**config.mk**
```make
export PLATFORM = sky130hd
export DESIGN_NAME = ftc_channel
export DESIGN_NICKNAME = d
export VERILOG_FILES = /design/src/design/ftc_channel.v
export VERILOG_INCLUDE_DIRS = /design/src /design/src/design
export SDC_FILE = /design/constraint.sdc
export NUM_CORES = 1
export LEC_CHECK = 0
export BUFFER_PORTS_ARGS = -buffer_cell sky130_fd_sc_hd__buf_2
export CAP_MARGIN = 15
export CORE_ASPECT_RATIO = 1.75
export CORE_MARGIN = 3
export CORE_UTILIZATION = 55
export DETAILED_ROUTE_END_ITERATION = 8
export HOLD_SLACK_MARGIN = 0.03
export PLACE_DENSITY = 0.78
export REMOVE_ABC_BUFFERS = 1
export SLEW_MARGIN = 25
export SYNTH_ARGS = -nofsm -noshare
export SYNTH_HDL_FRONTEND = slang
export SYNTH_SLANG_ARGS = --single-unit
export TNS_END_PERCENT = 20
```
**constraint.sdc**
```tcl
create_clock -name i_clock -period 2.63 [get_ports i_clock]
set_clock_uncertainty 0.05 [all_clocks]
set_input_delay 0.3945 -clock i_clock [delete_from_list [all_inputs] [get_ports i_clock]]
set_output_delay 0.3945 -clock i_clock [all_outputs]
set_load 0.02 [all_outputs]
```
**src/design/ftc_defs.vh**
```
// Register offsets, field positions and reset values of the timer channel
`ifndef FTC_DEFS_VH
`define FTC_DEFS_VH
// APB byte addresses
`define FTC_OFF_CTRL    12'h000
`define FTC_OFF_CNTIN   12'h004
`define FTC_OFF_MOD     12'h008
`define FTC_OFF_CVAL    12'h00C
`define FTC_OFF_CNT     12'h010
`define FTC_OFF_STATUS  12'h014
`define FTC_OFF_MASK    12'h018
// Control register fields
`define FTC_BIT_ELS_A   0
`define FTC_BIT_ELS_B   1
`define FTC_BIT_MS_A    2
`define FTC_BIT_MS_B    3
`define FTC_BIT_CENTER_ALIGNED_SELECT   4
`define FTC_BIT_COMB    5
`define FTC_BIT_DECAP   6
`define FTC_BIT_RUN     7
`define FTC_CTRL_W      8
// Status and mask layout
`define FTC_BIT_CHF     0
`define FTC_BIT_TOF     1
`define FTC_STAT_W      2
// Reset values
`define FTC_CTRL_RST    8'h00
`define FTC_MOD_RST     16'hFFFF
`define FTC_CVAL_RST    16'h0000
`define FTC_CNTIN_RST   16'h0000
`define FTC_STAT_RST    2'h0
`define FTC_MASK_RST    2'h0
`endif

```
**src/design/ftc_channel.v**
```verilog
// One timer channel: shared up-counter, flag-only compare and edge PWM
//
// The implementer's own choices: the APB slave port and the address map.
`include "ftc_defs.vh"

module ftc_channel (
  input  wire        i_clock,
  input  wire        i_nrst,
  input  wire        i_psel,
  input  wire        i_penable,
  input  wire        i_pwrite,
  input  wire [11:0] i_paddr,
  input  wire [31:0] i_pwdata,
  output reg  [31:0] o_prdata,
  output reg         o_pready,
  output reg         o_pslverr,
  output reg         o_chan_out,
  output reg         o_chan_out_en,
  output reg         o_irq
);

  // Register state and next values
  reg [`FTC_CTRL_W-1:0] ctrl_reg;
  reg [`FTC_CTRL_W-1:0] ctrl_next;
  reg [15:0]            cntin_reg;
  reg [15:0]            cntin_next;
  reg [15:0]            mod_reg;
  reg [15:0]            mod_next;
  reg [15:0]            cval_reg;
  reg [15:0]            cval_next;
  reg [15:0]            cnt_reg;
  reg [15:0]            cnt_next;
  reg [`FTC_STAT_W-1:0] status_reg;
  reg [`FTC_STAT_W-1:0] mask_reg;
  reg [`FTC_STAT_W-1:0] mask_next;
  reg                   out_next;
  reg                   out_en_next;
  reg                   irq_next;
  reg [31:0]            rdata_next;
  reg                   ready_next;
  reg                   err_next;

  // Control fields
  wire run     = ctrl_reg[`FTC_BIT_RUN];
  wire els_a   = ctrl_reg[`FTC_BIT_ELS_A];
  wire els_b   = ctrl_reg[`FTC_BIT_ELS_B];
  wire base_ok = ~ctrl_reg[`FTC_BIT_DECAP] & ~ctrl_reg[`FTC_BIT_COMB] &
                 ~ctrl_reg[`FTC_BIT_CENTER_ALIGNED_SELECT];
  wire mode_oc   = base_ok & ~ctrl_reg[`FTC_BIT_MS_B] &
                   ctrl_reg[`FTC_BIT_MS_A];
  wire mode_edge_aligned_pulse_mode = base_ok & ctrl_reg[`FTC_BIT_MS_B];
  wire pin_ctl   = mode_edge_aligned_pulse_mode & (els_a | els_b);

  // The access phase is answered in its first cycle: no wait states
  wire acc       = i_psel & i_penable;
  wire setup     = i_psel & ~i_penable;
  wire wr        = acc & i_pwrite & o_pready;
  wire wr_ctrl   = wr & (i_paddr == `FTC_OFF_CTRL);
  wire wr_cntin  = wr & (i_paddr == `FTC_OFF_CNTIN);
  wire wr_mod    = wr & (i_paddr == `FTC_OFF_MOD);
  wire wr_cval   = wr & (i_paddr == `FTC_OFF_CVAL);
  wire wr_cnt    = wr & (i_paddr == `FTC_OFF_CNT);
  wire wr_status = wr & (i_paddr == `FTC_OFF_STATUS);
  wire wr_mask   = wr & (i_paddr == `FTC_OFF_MASK);

  // Counter compares
  wire [15:0] cnt_step = cnt_reg + 16'h0001;
  wire at_mod   = (cnt_reg == mod_reg);
  wire overflow = run & at_mod;
  wire match    = run & (cnt_reg == cval_reg);
  // The pin is a flop, so it follows the count about to be loaded
  wire hit_next = run & ~at_mod & (cnt_step == cval_reg);
  wire val_zero = (cval_reg == 16'h0000);
  wire val_over = (cval_reg > mod_reg);
  // Flag on match in either mode, suppressed at the PWM extremes
  wire edge_aligned_pulse_mode_flag = mode_edge_aligned_pulse_mode & ~val_zero & ~val_over;
  wire chf_set   = match & (mode_oc | edge_aligned_pulse_mode_flag);

  // Status events and clears
  wire [`FTC_STAT_W-1:0] stat_set;
  wire [`FTC_STAT_W-1:0] stat_clr;
  wire [`FTC_STAT_W-1:0] status_next;
  assign stat_set[`FTC_BIT_CHF] = chf_set;
  assign stat_set[`FTC_BIT_TOF] = overflow;
  assign stat_clr = wr_status ? i_pwdata[`FTC_STAT_W-1:0] :
                                {`FTC_STAT_W{1'b0}};

  genvar gi;
  generate
    for (gi = 0; gi < `FTC_STAT_W; gi = gi + 1) begin : g_status
      // Set after clear so a same-cycle event survives
      assign status_next[gi] = stat_set[gi] |
                               (status_reg[gi] & ~stat_clr[gi]);
    end
  endgenerate

  // Register writes
  always @* begin
    ctrl_next = ctrl_reg;
    if (wr_ctrl)
      ctrl_next = i_pwdata[`FTC_CTRL_W-1:0];
  end

  always @* begin
    cntin_next = cntin_reg;
    if (wr_cntin)
      cntin_next = i_pwdata[15:0];
  end

  always @* begin
    mod_next = mod_reg;
    if (wr_mod)
      mod_next = i_pwdata[15:0];
  end

  always @* begin
    cval_next = cval_reg;
    if (wr_cval)
      cval_next = i_pwdata[15:0];
  end

  always @* begin
    mask_next = mask_reg;
    if (wr_mask)
      mask_next = i_pwdata[`FTC_STAT_W-1:0];
  end

  always @* begin
    // One counter feeds the channel so all edges share one period
    cnt_next = cnt_reg;
    if (run) begin
      if (at_mod)
        cnt_next = cntin_reg;
      else
        cnt_next = cnt_step;
    end
    // Writing the count reloads the initial value
    if (wr_cnt)
      cnt_next = cntin_reg;
  end

  always @* begin
    out_next = o_chan_out;
    if (pin_ctl) begin
      // Extremes are steady levels; match and overflow never toggle them
      if (val_zero)
        out_next = els_a;
      else if (val_over)
        out_next = ~els_a;
      else if (overflow)
        out_next = ~els_a;
      else if (hit_next)
        out_next = els_a;
    end
  end

  always @* begin
    out_en_next = pin_ctl;
    irq_next    = |(status_next & mask_next);
  end

  // Read mux, prepared in the setup cycle
  always @* begin
    rdata_next = 32'h0000_0000;
    err_next   = 1'b0;
    ready_next = setup;
    if (setup) begin
      case (i_paddr)
        `FTC_OFF_CTRL:   rdata_next[`FTC_CTRL_W-1:0] = ctrl_reg;
        `FTC_OFF_CNTIN:  rdata_next[15:0] = cntin_reg;
        `FTC_OFF_MOD:    rdata_next[15:0] = mod_reg;
        `FTC_OFF_CVAL:   rdata_next[15:0] = cval_reg;
        `FTC_OFF_CNT:    rdata_next[15:0] = cnt_reg;
        `FTC_OFF_STATUS: rdata_next[`FTC_STAT_W-1:0] = status_reg;
        `FTC_OFF_MASK:   rdata_next[`FTC_STAT_W-1:0] = mask_reg;
        default:         err_next = 1'b1;
      endcase
    end
    // Writes return zero so the data bus is quiet outside reads
    if (i_pwrite)
      rdata_next = 32'h0000_0000;
  end

  // State flops
  always @(posedge i_clock or negedge i_nrst) begin
    if (!i_nrst) begin
      ctrl_reg <= `FTC_CTRL_RST;
    end else begin
      ctrl_reg <= ctrl_next;
    end
  end

  always @(posedge i_clock or negedge i_nrst) begin
    if (!i_nrst) begin
      cntin_reg <= `FTC_CNTIN_RST;
    end else begin
      cntin_reg <= cntin_next;
    end
  end

  always @(posedge i_clock or negedge i_nrst) begin
    if (!i_nrst) begin
      mod_reg <= `FTC_MOD_RST;
    end else begin
      mod_reg <= mod_next;
    end
  end

  always @(posedge i_clock or negedge i_nrst) begin
    if (!i_nrst) begin
      cval_reg <= `FTC_CVAL_RST;
    end else begin
      cval_reg <= cval_next;
    end
  end

  always @(posedge i_clock or negedge i_nrst) begin
    if (!i_nrst) begin
      mask_reg <= `FTC_MASK_RST;
    end else begin
      mask_reg <= mask_next;
    end
  end

  always @(posedge i_clock or negedge i_nrst) begin
    if (!i_nrst) begin
      cnt_reg <= `FTC_CNTIN_RST;
    end else begin
      cnt_reg <= cnt_next;
    end
  end

  always @(posedge i_clock or negedge i_nrst) begin
    if (!i_nrst) begin
      status_reg <= `FTC_STAT_RST;
    end else begin
      status_reg <= status_next;
    end
  end

  // Outputs leave flops so the pin never glitches on compare ripple
  always @(posedge i_clock or negedge i_nrst) begin
    if (!i_nrst) begin
      o_chan_out <= 1'b0;
    end else begin
      o_chan_out <= out_next;
    end
  end

  always @(posedge i_clock or negedge i_nrst) begin
    if (!i_nrst) begin
      o_chan_out_en <= 1'b0;
    end else begin
      o_chan_out_en <= out_en_next;
    end
  end

  // Uses the next mask so a mask write drops the line at once
  always @(posedge i_clock or negedge i_nrst) begin
    if (!i_nrst) begin
      o_irq <= 1'b0;
    end else begin
      o_irq <= irq_next;
    end
  end

  always @(posedge i_clock or negedge i_nrst) begin
    if (!i_nrst) begin
      o_prdata <= 32'h0000_0000;
    end else begin
      o_prdata <= rdata_next;
    end
  end

  always @(posedge i_clock or negedge i_nrst) begin
    if (!i_nrst) begin
      o_pready <= 1'b0;
    end else begin
      o_pready <= ready_next;
    end
  end

  always @(posedge i_clock or negedge i_nrst) begin
    if (!i_nrst) begin
      o_pslverr <= 1'b0;
    end else begin
      o_pslverr <= err_next;
    end
  end

endmodule // ftc_channel

```
Word-level counts from Yosys, hierarchy flattened --
Cells that the tools add are included. Widths: inputs -> output; s select.
Cells by class: equal/unequal tests 9, reduce and logical (&&, ||, !) cells 7, $lt $le $gt $ge 1, bitwise gates (word level) 42, muxes and demuxes 16, $add $sub $neg 1
Operators by type and width (number):
- $mux 16 | 5
- $eq 16x16->1 | 3
- $eq 12x5->1 const B | 3
- $pmux 8 s4 | 1
- $pmux 6 s5 | 1
- $and 1x1->1 | 26
- $eq 12x4->1 const B | 2
- $add 16x1->16 const B | 1
- $gt 16x16->1 | 1
- $logic_not 16->1 | 1
- $pmux 2 s7 | 1
- $eq 12x3->1 const B | 1
- $logic_not 12->1 | 1
- $not 1->1 | 11
- $reduce_or 7->1 | 1
- $mux 1 | 6
- $mux 2 | 2
- $or 1x1->1 | 4
- $reduce_bool 4->1 | 1
- $and 2x2->2 | 1
- $reduce_and 2->1 | 1
- $reduce_bool 2->1 | 1
- $reduce_or 2->1 | 1
Word-level totals: output and inout port bits 37, register bits 113, word-level logic and storage cells 89, input bits 49

Logic depth before layout (Yosys ltp) --
depth in word-level cells 11, gate-level depth with buffers 10, mapped depth without buffers 9

Least setup slack after synthesis --
OpenSTA, ideal clock, no wires.
kind register to register, start reg cnt_reg[0], end reg o_chan_out, slack 0.338 ns, buffers on the path 2, period minus slack after synthesis 2.292 ns, stages on the path, launching flop included 11, setup time 0.131 ns, data required time 2.449 ns, data arrival time 2.111 ns, path through dfrtp_1 -> ha_1 -> and3_1 -> clkbuf_1 -> and4_1 -> buf_2 -> mux2_2 -> o211ai_1 -> nand4_1 -> nor4_1 -> nor4b_1
Between the ends: word-level cells in the longest chain between the ends 6, elaborated cells between the ends (all ways) 12, those cells by class add/sub (1); eq/ne (2); mux (3); bitwise (4); reduce/logical (2)
Ends and longest elaborated chain:
- start, declared | line ftc_channel.v:31 | reg [15:0] cnt_reg;
- start signal, assigned | line ftc_channel.v:227 | cnt_reg <= `FTC_CNTIN_RST;
- start signal, assigned | line ftc_channel.v:229 | cnt_reg <= cnt_next;
- branches (longest 6 deep; another with $add 16x1->16)
- end signal, assigned | line ftc_channel.v:246 | o_chan_out <= out_next;
- end, declared | line ftc_channel.v:17 | output reg o_chan_out,
Parallel ways; which one is timed is not known. A chain may end at the register's enable or synchronous reset.

Worst setup path after layout --
start reg cnt_reg[3], end reg o_chan_out
Same word-level chain as after synthesis.

==> implementation parameters <==
Parameter                              Value

Finish
  Final instance area ... 6850 sq um
  Most used cells in the layout excluding fill and tap cells ... sky130_fd_sc_hd__dfrtp_1, sky130_fd_sc_hd__mux2_2, sky130_fd_sc_hd__buf_2, sky130_fd_sc_hd__buf_4, sky130_fd_sc_hd__a21oi_1
  Most common cell after layout, fill and taps aside ... sky130_fd_sc_hd__dfrtp_1
  Number of antenna diodes ... 0
  Proportion of layout cells with a drive suffix above 1 ... 31.4%
  P&R area growth vs syn ... 14.0%
  Post-layout net count ... 727

Worst setup path
  Arrival time at the worst endpoint ... 2.82 ns
  Setup Crit Path Kind ... reg2reg
  Biggest cell delay along the critical path ... 0.57 ns
  Worst setup path startpoint ... cnt_reg[3]$_DFFE_PN0P_
  Cell count of the worst reg-to-reg path ... 7
  Worst reg2reg path startpoint ... cnt_reg[3]$_DFFE_PN0P_
  Element type at the critical path start ... flop
  Critical Path, Cell by Cell ... and4_1 -> a21oi_1 -> a2111oi_0 -> or3_1 -> nand4_1 -> nor4_2 -> nor4b_2
  Worst Path Buf+Inv ... 0
  Capturing element type of the critical path ... flop
  Highest fanout seen on the critical path ... 9
  End of the worst register-to-register path ... o_chan_out$_DFFE_PN0P_
  Reg-to-reg slack, setup ... -0.007 ns
  Cell family contributing the most delay on the critical path ... simple AND/OR/NAND/NOR gates
  Data required time at the worst endpoint ... 2.81 ns
  Crit-path slowest cell ... sky130_fd_sc_hd__dfrtp_1

Status
  Violated checks ... negative setup slack
  Outcome ... finished with violations

Detailed routing
  DRC violations left ... 0
  Vias/cell ... 6.40
  Via Count ... 5,075
  Number of nets still failing antenna checks after routing ... 0
  Mean routed wirelength per cell ... 21.9 um
  First-pass detailed-route iteration total ... 5
  Detailed Route Iter0 Violations ... 506
  Routed Wire Length ... 17,400 um

Synthesis
  Largest family of logic cells by synthesized area ... simple AND/OR/NAND/NOR gates
  Register bit count reported by yosys ... 97
  Fraction of synthesized cell area taken by the top area cell type ... 33.7%
  Xor and xnor fraction of the mapped netlist area ... 5.54%
  Fraction of the mapped netlist area in adder cells ... 3.54%
  Top cells by area in the synthesized netlist ... sky130_fd_sc_hd__dfrtp_1, sky130_fd_sc_hd__mux2_2, sky130_fd_sc_hd__dfstp_2
  Synthesized-area fraction occupied by and/or/nand/nor cells ... 16.4%
  Mapped Avg Cell Area ... 10.1 sq um
  Synthesized-area fraction occupied by ao, oa, aoi and oai cells ... 11.3%
  Async S/R FF share, synth ... 100%
  Count of flip-flops with a built-in enable after synthesis ... 0
  Cell Area, Synth ... 6010 sq um
  Gate count of the mapped netlist ... 597
  Cell taking the most area after synthesis ... sky130_fd_sc_hd__dfrtp_1
  Number of synthesis warnings ... 0
  Top FF cell, synth ... sky130_fd_sc_hd__dfrtp_1
  Portion of the post-synthesis area used by sequential elements ... 40.7%
  Multiplexer share of the synthesized area ... 15.9%
  Count of distinct cell types in the synthesized netlist ... 62

Clock tree
  Post-CTS Setup Repair Bufs ... 0
  CTS tree ... done
  H-tree depth reported by CTS ... 3
  Total CTS buffers ... 9
  Total clock sinks ... 97
  Worst-skew pair later-pin latency ... 0.35 ns
  Maximum number of buffers from clock root to sink ... 2
  Worst-path clk slew ... 0.08 ns
  Buffer cell driving the clock tree root ... sky130_fd_sc_hd__clkbuf_16

Placement
  Buffers on Ports ... 53
  Placed wire-length estimate after detailed placement ... 12,800 um
  Pre-CTS setup slack ... -0.0151 ns
  RD Place Congestion ... 1.08
  Instance area after placement ... 6520 sq um

Global route
  Pin count of the biggest net entering global routing ... 46
  Total grt overflow ... 0
  Antenna violations before repair ... 0
  Overall fraction of global-route tracks in use ... 28.8%
  Global-route wire length before repair ... 26,700 um
  Number of global-route vias before repair ... 4,989

STA
  Relative slew margins ... 49.3%
  Share of the clock period used by the worst path after layout ... 100%
  Final hold slack ... 0.257 ns
  Min cycle time layout ... 2.64 ns
  Number of endpoints failing setup at the final stage ... 1
  Final hold viol count ... 0
  Max-slew violations ... 0
  Worst-margin pin slew ... 0.761 ns
  Final setup margin ... -0.00710 ns
  Maximum operating frequency ... 0.379 GHz

Flow run
  Max-cap check violation count ... 0

Die
  Initial core utilization ... 57.3%
  Die Area ... 12,300 sq um
  Die outline height ... 144 um
  Die extent in x ... 85.0 um
  Total number of placement rows ... 49
  Top-level port count ... 86
  Std-Cell Core Area ... 10,500 sq um

Power
  Peak supply drop ... 378 uV
  Power per cell area ... 430 nW/um^2
  Switching Fraction ... 24.3%
  Internal power ... 2.23 mW
  Total chip power ... 2.95 mW
  Combinational power share ... 7.5%
  Leak pwr ... 3.19 nW
  Clock share of power ... 41.5%
  Sequential cell fraction of total power ... 51.0%
  Net switching component of the power ... 0.715 mW

Min path
  Number of stages on the worst hold path ... 2
  Type of the worst min-delay path ... in2reg
  Worst hold path startpoint ... i_pwdata[9]
  Terminating pin of the worst hold path ... cval_reg[9]$_DFFE_PN0P_
[synth_stat cells, drive strengths merged (2+ instances only)]
master / n
mux2: 60
nand3b: 3
ha: 17
and2: 3
or2: 2
a22o: 3
inv: 20
xnor2: 27
a22oi: 14
nand3: 26
nand2: 34
and3: 7
nand4: 19
a21oi: 37
nor2b: 7
o211ai: 2
dfrtp: 81
xor2: 11
a21o: 2
and4: 6
nor2: 31
nand2b: 9
mux4: 7
nor4: 13
a41oi: 2
a2111oi: 2
a31oi: 5
o21ai: 29
dfstp: 16
nor4b: 2
o22ai: 2
mux2i: 12
clkbuf: 17
o22a: 3
buf: 40
nor3: 9
[cells by family (layout without fill, tap and decap cells)]
group / count (synthesis) / in the layout
xor+xnor: 38 / 38
buf+inv: 78 / 132
fa+ha+maj: 17 / 17
simple gates: 176 / 176
flops: 97 / 97
compound gates: 111 / 111
other cells: 1 / 16
mux: 79 / 79
[how the worst max path moves through the flow]
stage | slack (ns) | cells after the start | end
6_report | -0.007 | 7 | o_chan_out$_DFFE_PN0P_
5_1_grt | -0.04 | 9 | o_chan_out$_DFFE_PN0P_
4_1_cts | 0.05 | 7 | o_chan_out$_DFFE_PN0P_
3_5_place_dp | -0.02 | 10 | o_chan_out$_DFFE_PN0P_
3_3_place_gp | 0.05 | 10 | o_chan_out$_DFFE_PN0P_
2_1_floorplan | -0.39 | 6 | cnt_reg[14]$_DFFE_PN0P_
[per-stage QoR]
step           std cells  TNS [ns]  util, %
2_1_floorplan        555     -4.03        -
3_5_place_dp         776   -0.0151     62.2
3_3_place_gp         776         0     62.2
4_1_cts              793         0     65.0
6_report             793  -0.00710     65.4
5_1_grt              793   -0.0411     65.4
[timing repair]
action                                  in CTS  in global routing
hold buffers                                 1                  0
endpoints found under the hold margin       19                  0
resized for setup                            1                  6
endpoints found under the setup margin       1                 17
[area by class of cell]
type | instances | area [sq um]
clock inverters | 5 | 32.5
flip-flops and latches | 97 | 2450
clock buffers | 11 | 243
well taps | 127 | 159
fillers | 847 | 3630
multi-input cells | 437 | 3280
repair buffers | 95 | 611
inverters | 21 | 78.8
[per-layer routing]
layer	part of all wire, %	vias up	GRT usage (%)
li1	-	2260	-
met5	0	-	0
met1	36	2472	33.4
met3	7.4	81	4.39
met2	50	262	48.6
met4	6.6	0	19.5
[power groups by stage]
stage | combinational (mW) | sequential [mW] | clock [mW]
finish | 0.222 | 1.50 | 1.22
CTS | 0.219 | 1.50 | 1.24
global route | 0.243 | 1.50 | 1.30
floorplan | 0.0897 | 1.53 | 0
detailed placement | 0.216 | 1.53 | 0
global placement | 0.211 | 1.53 | 0
No activity file was read; power rests on OpenSTA's default activity.
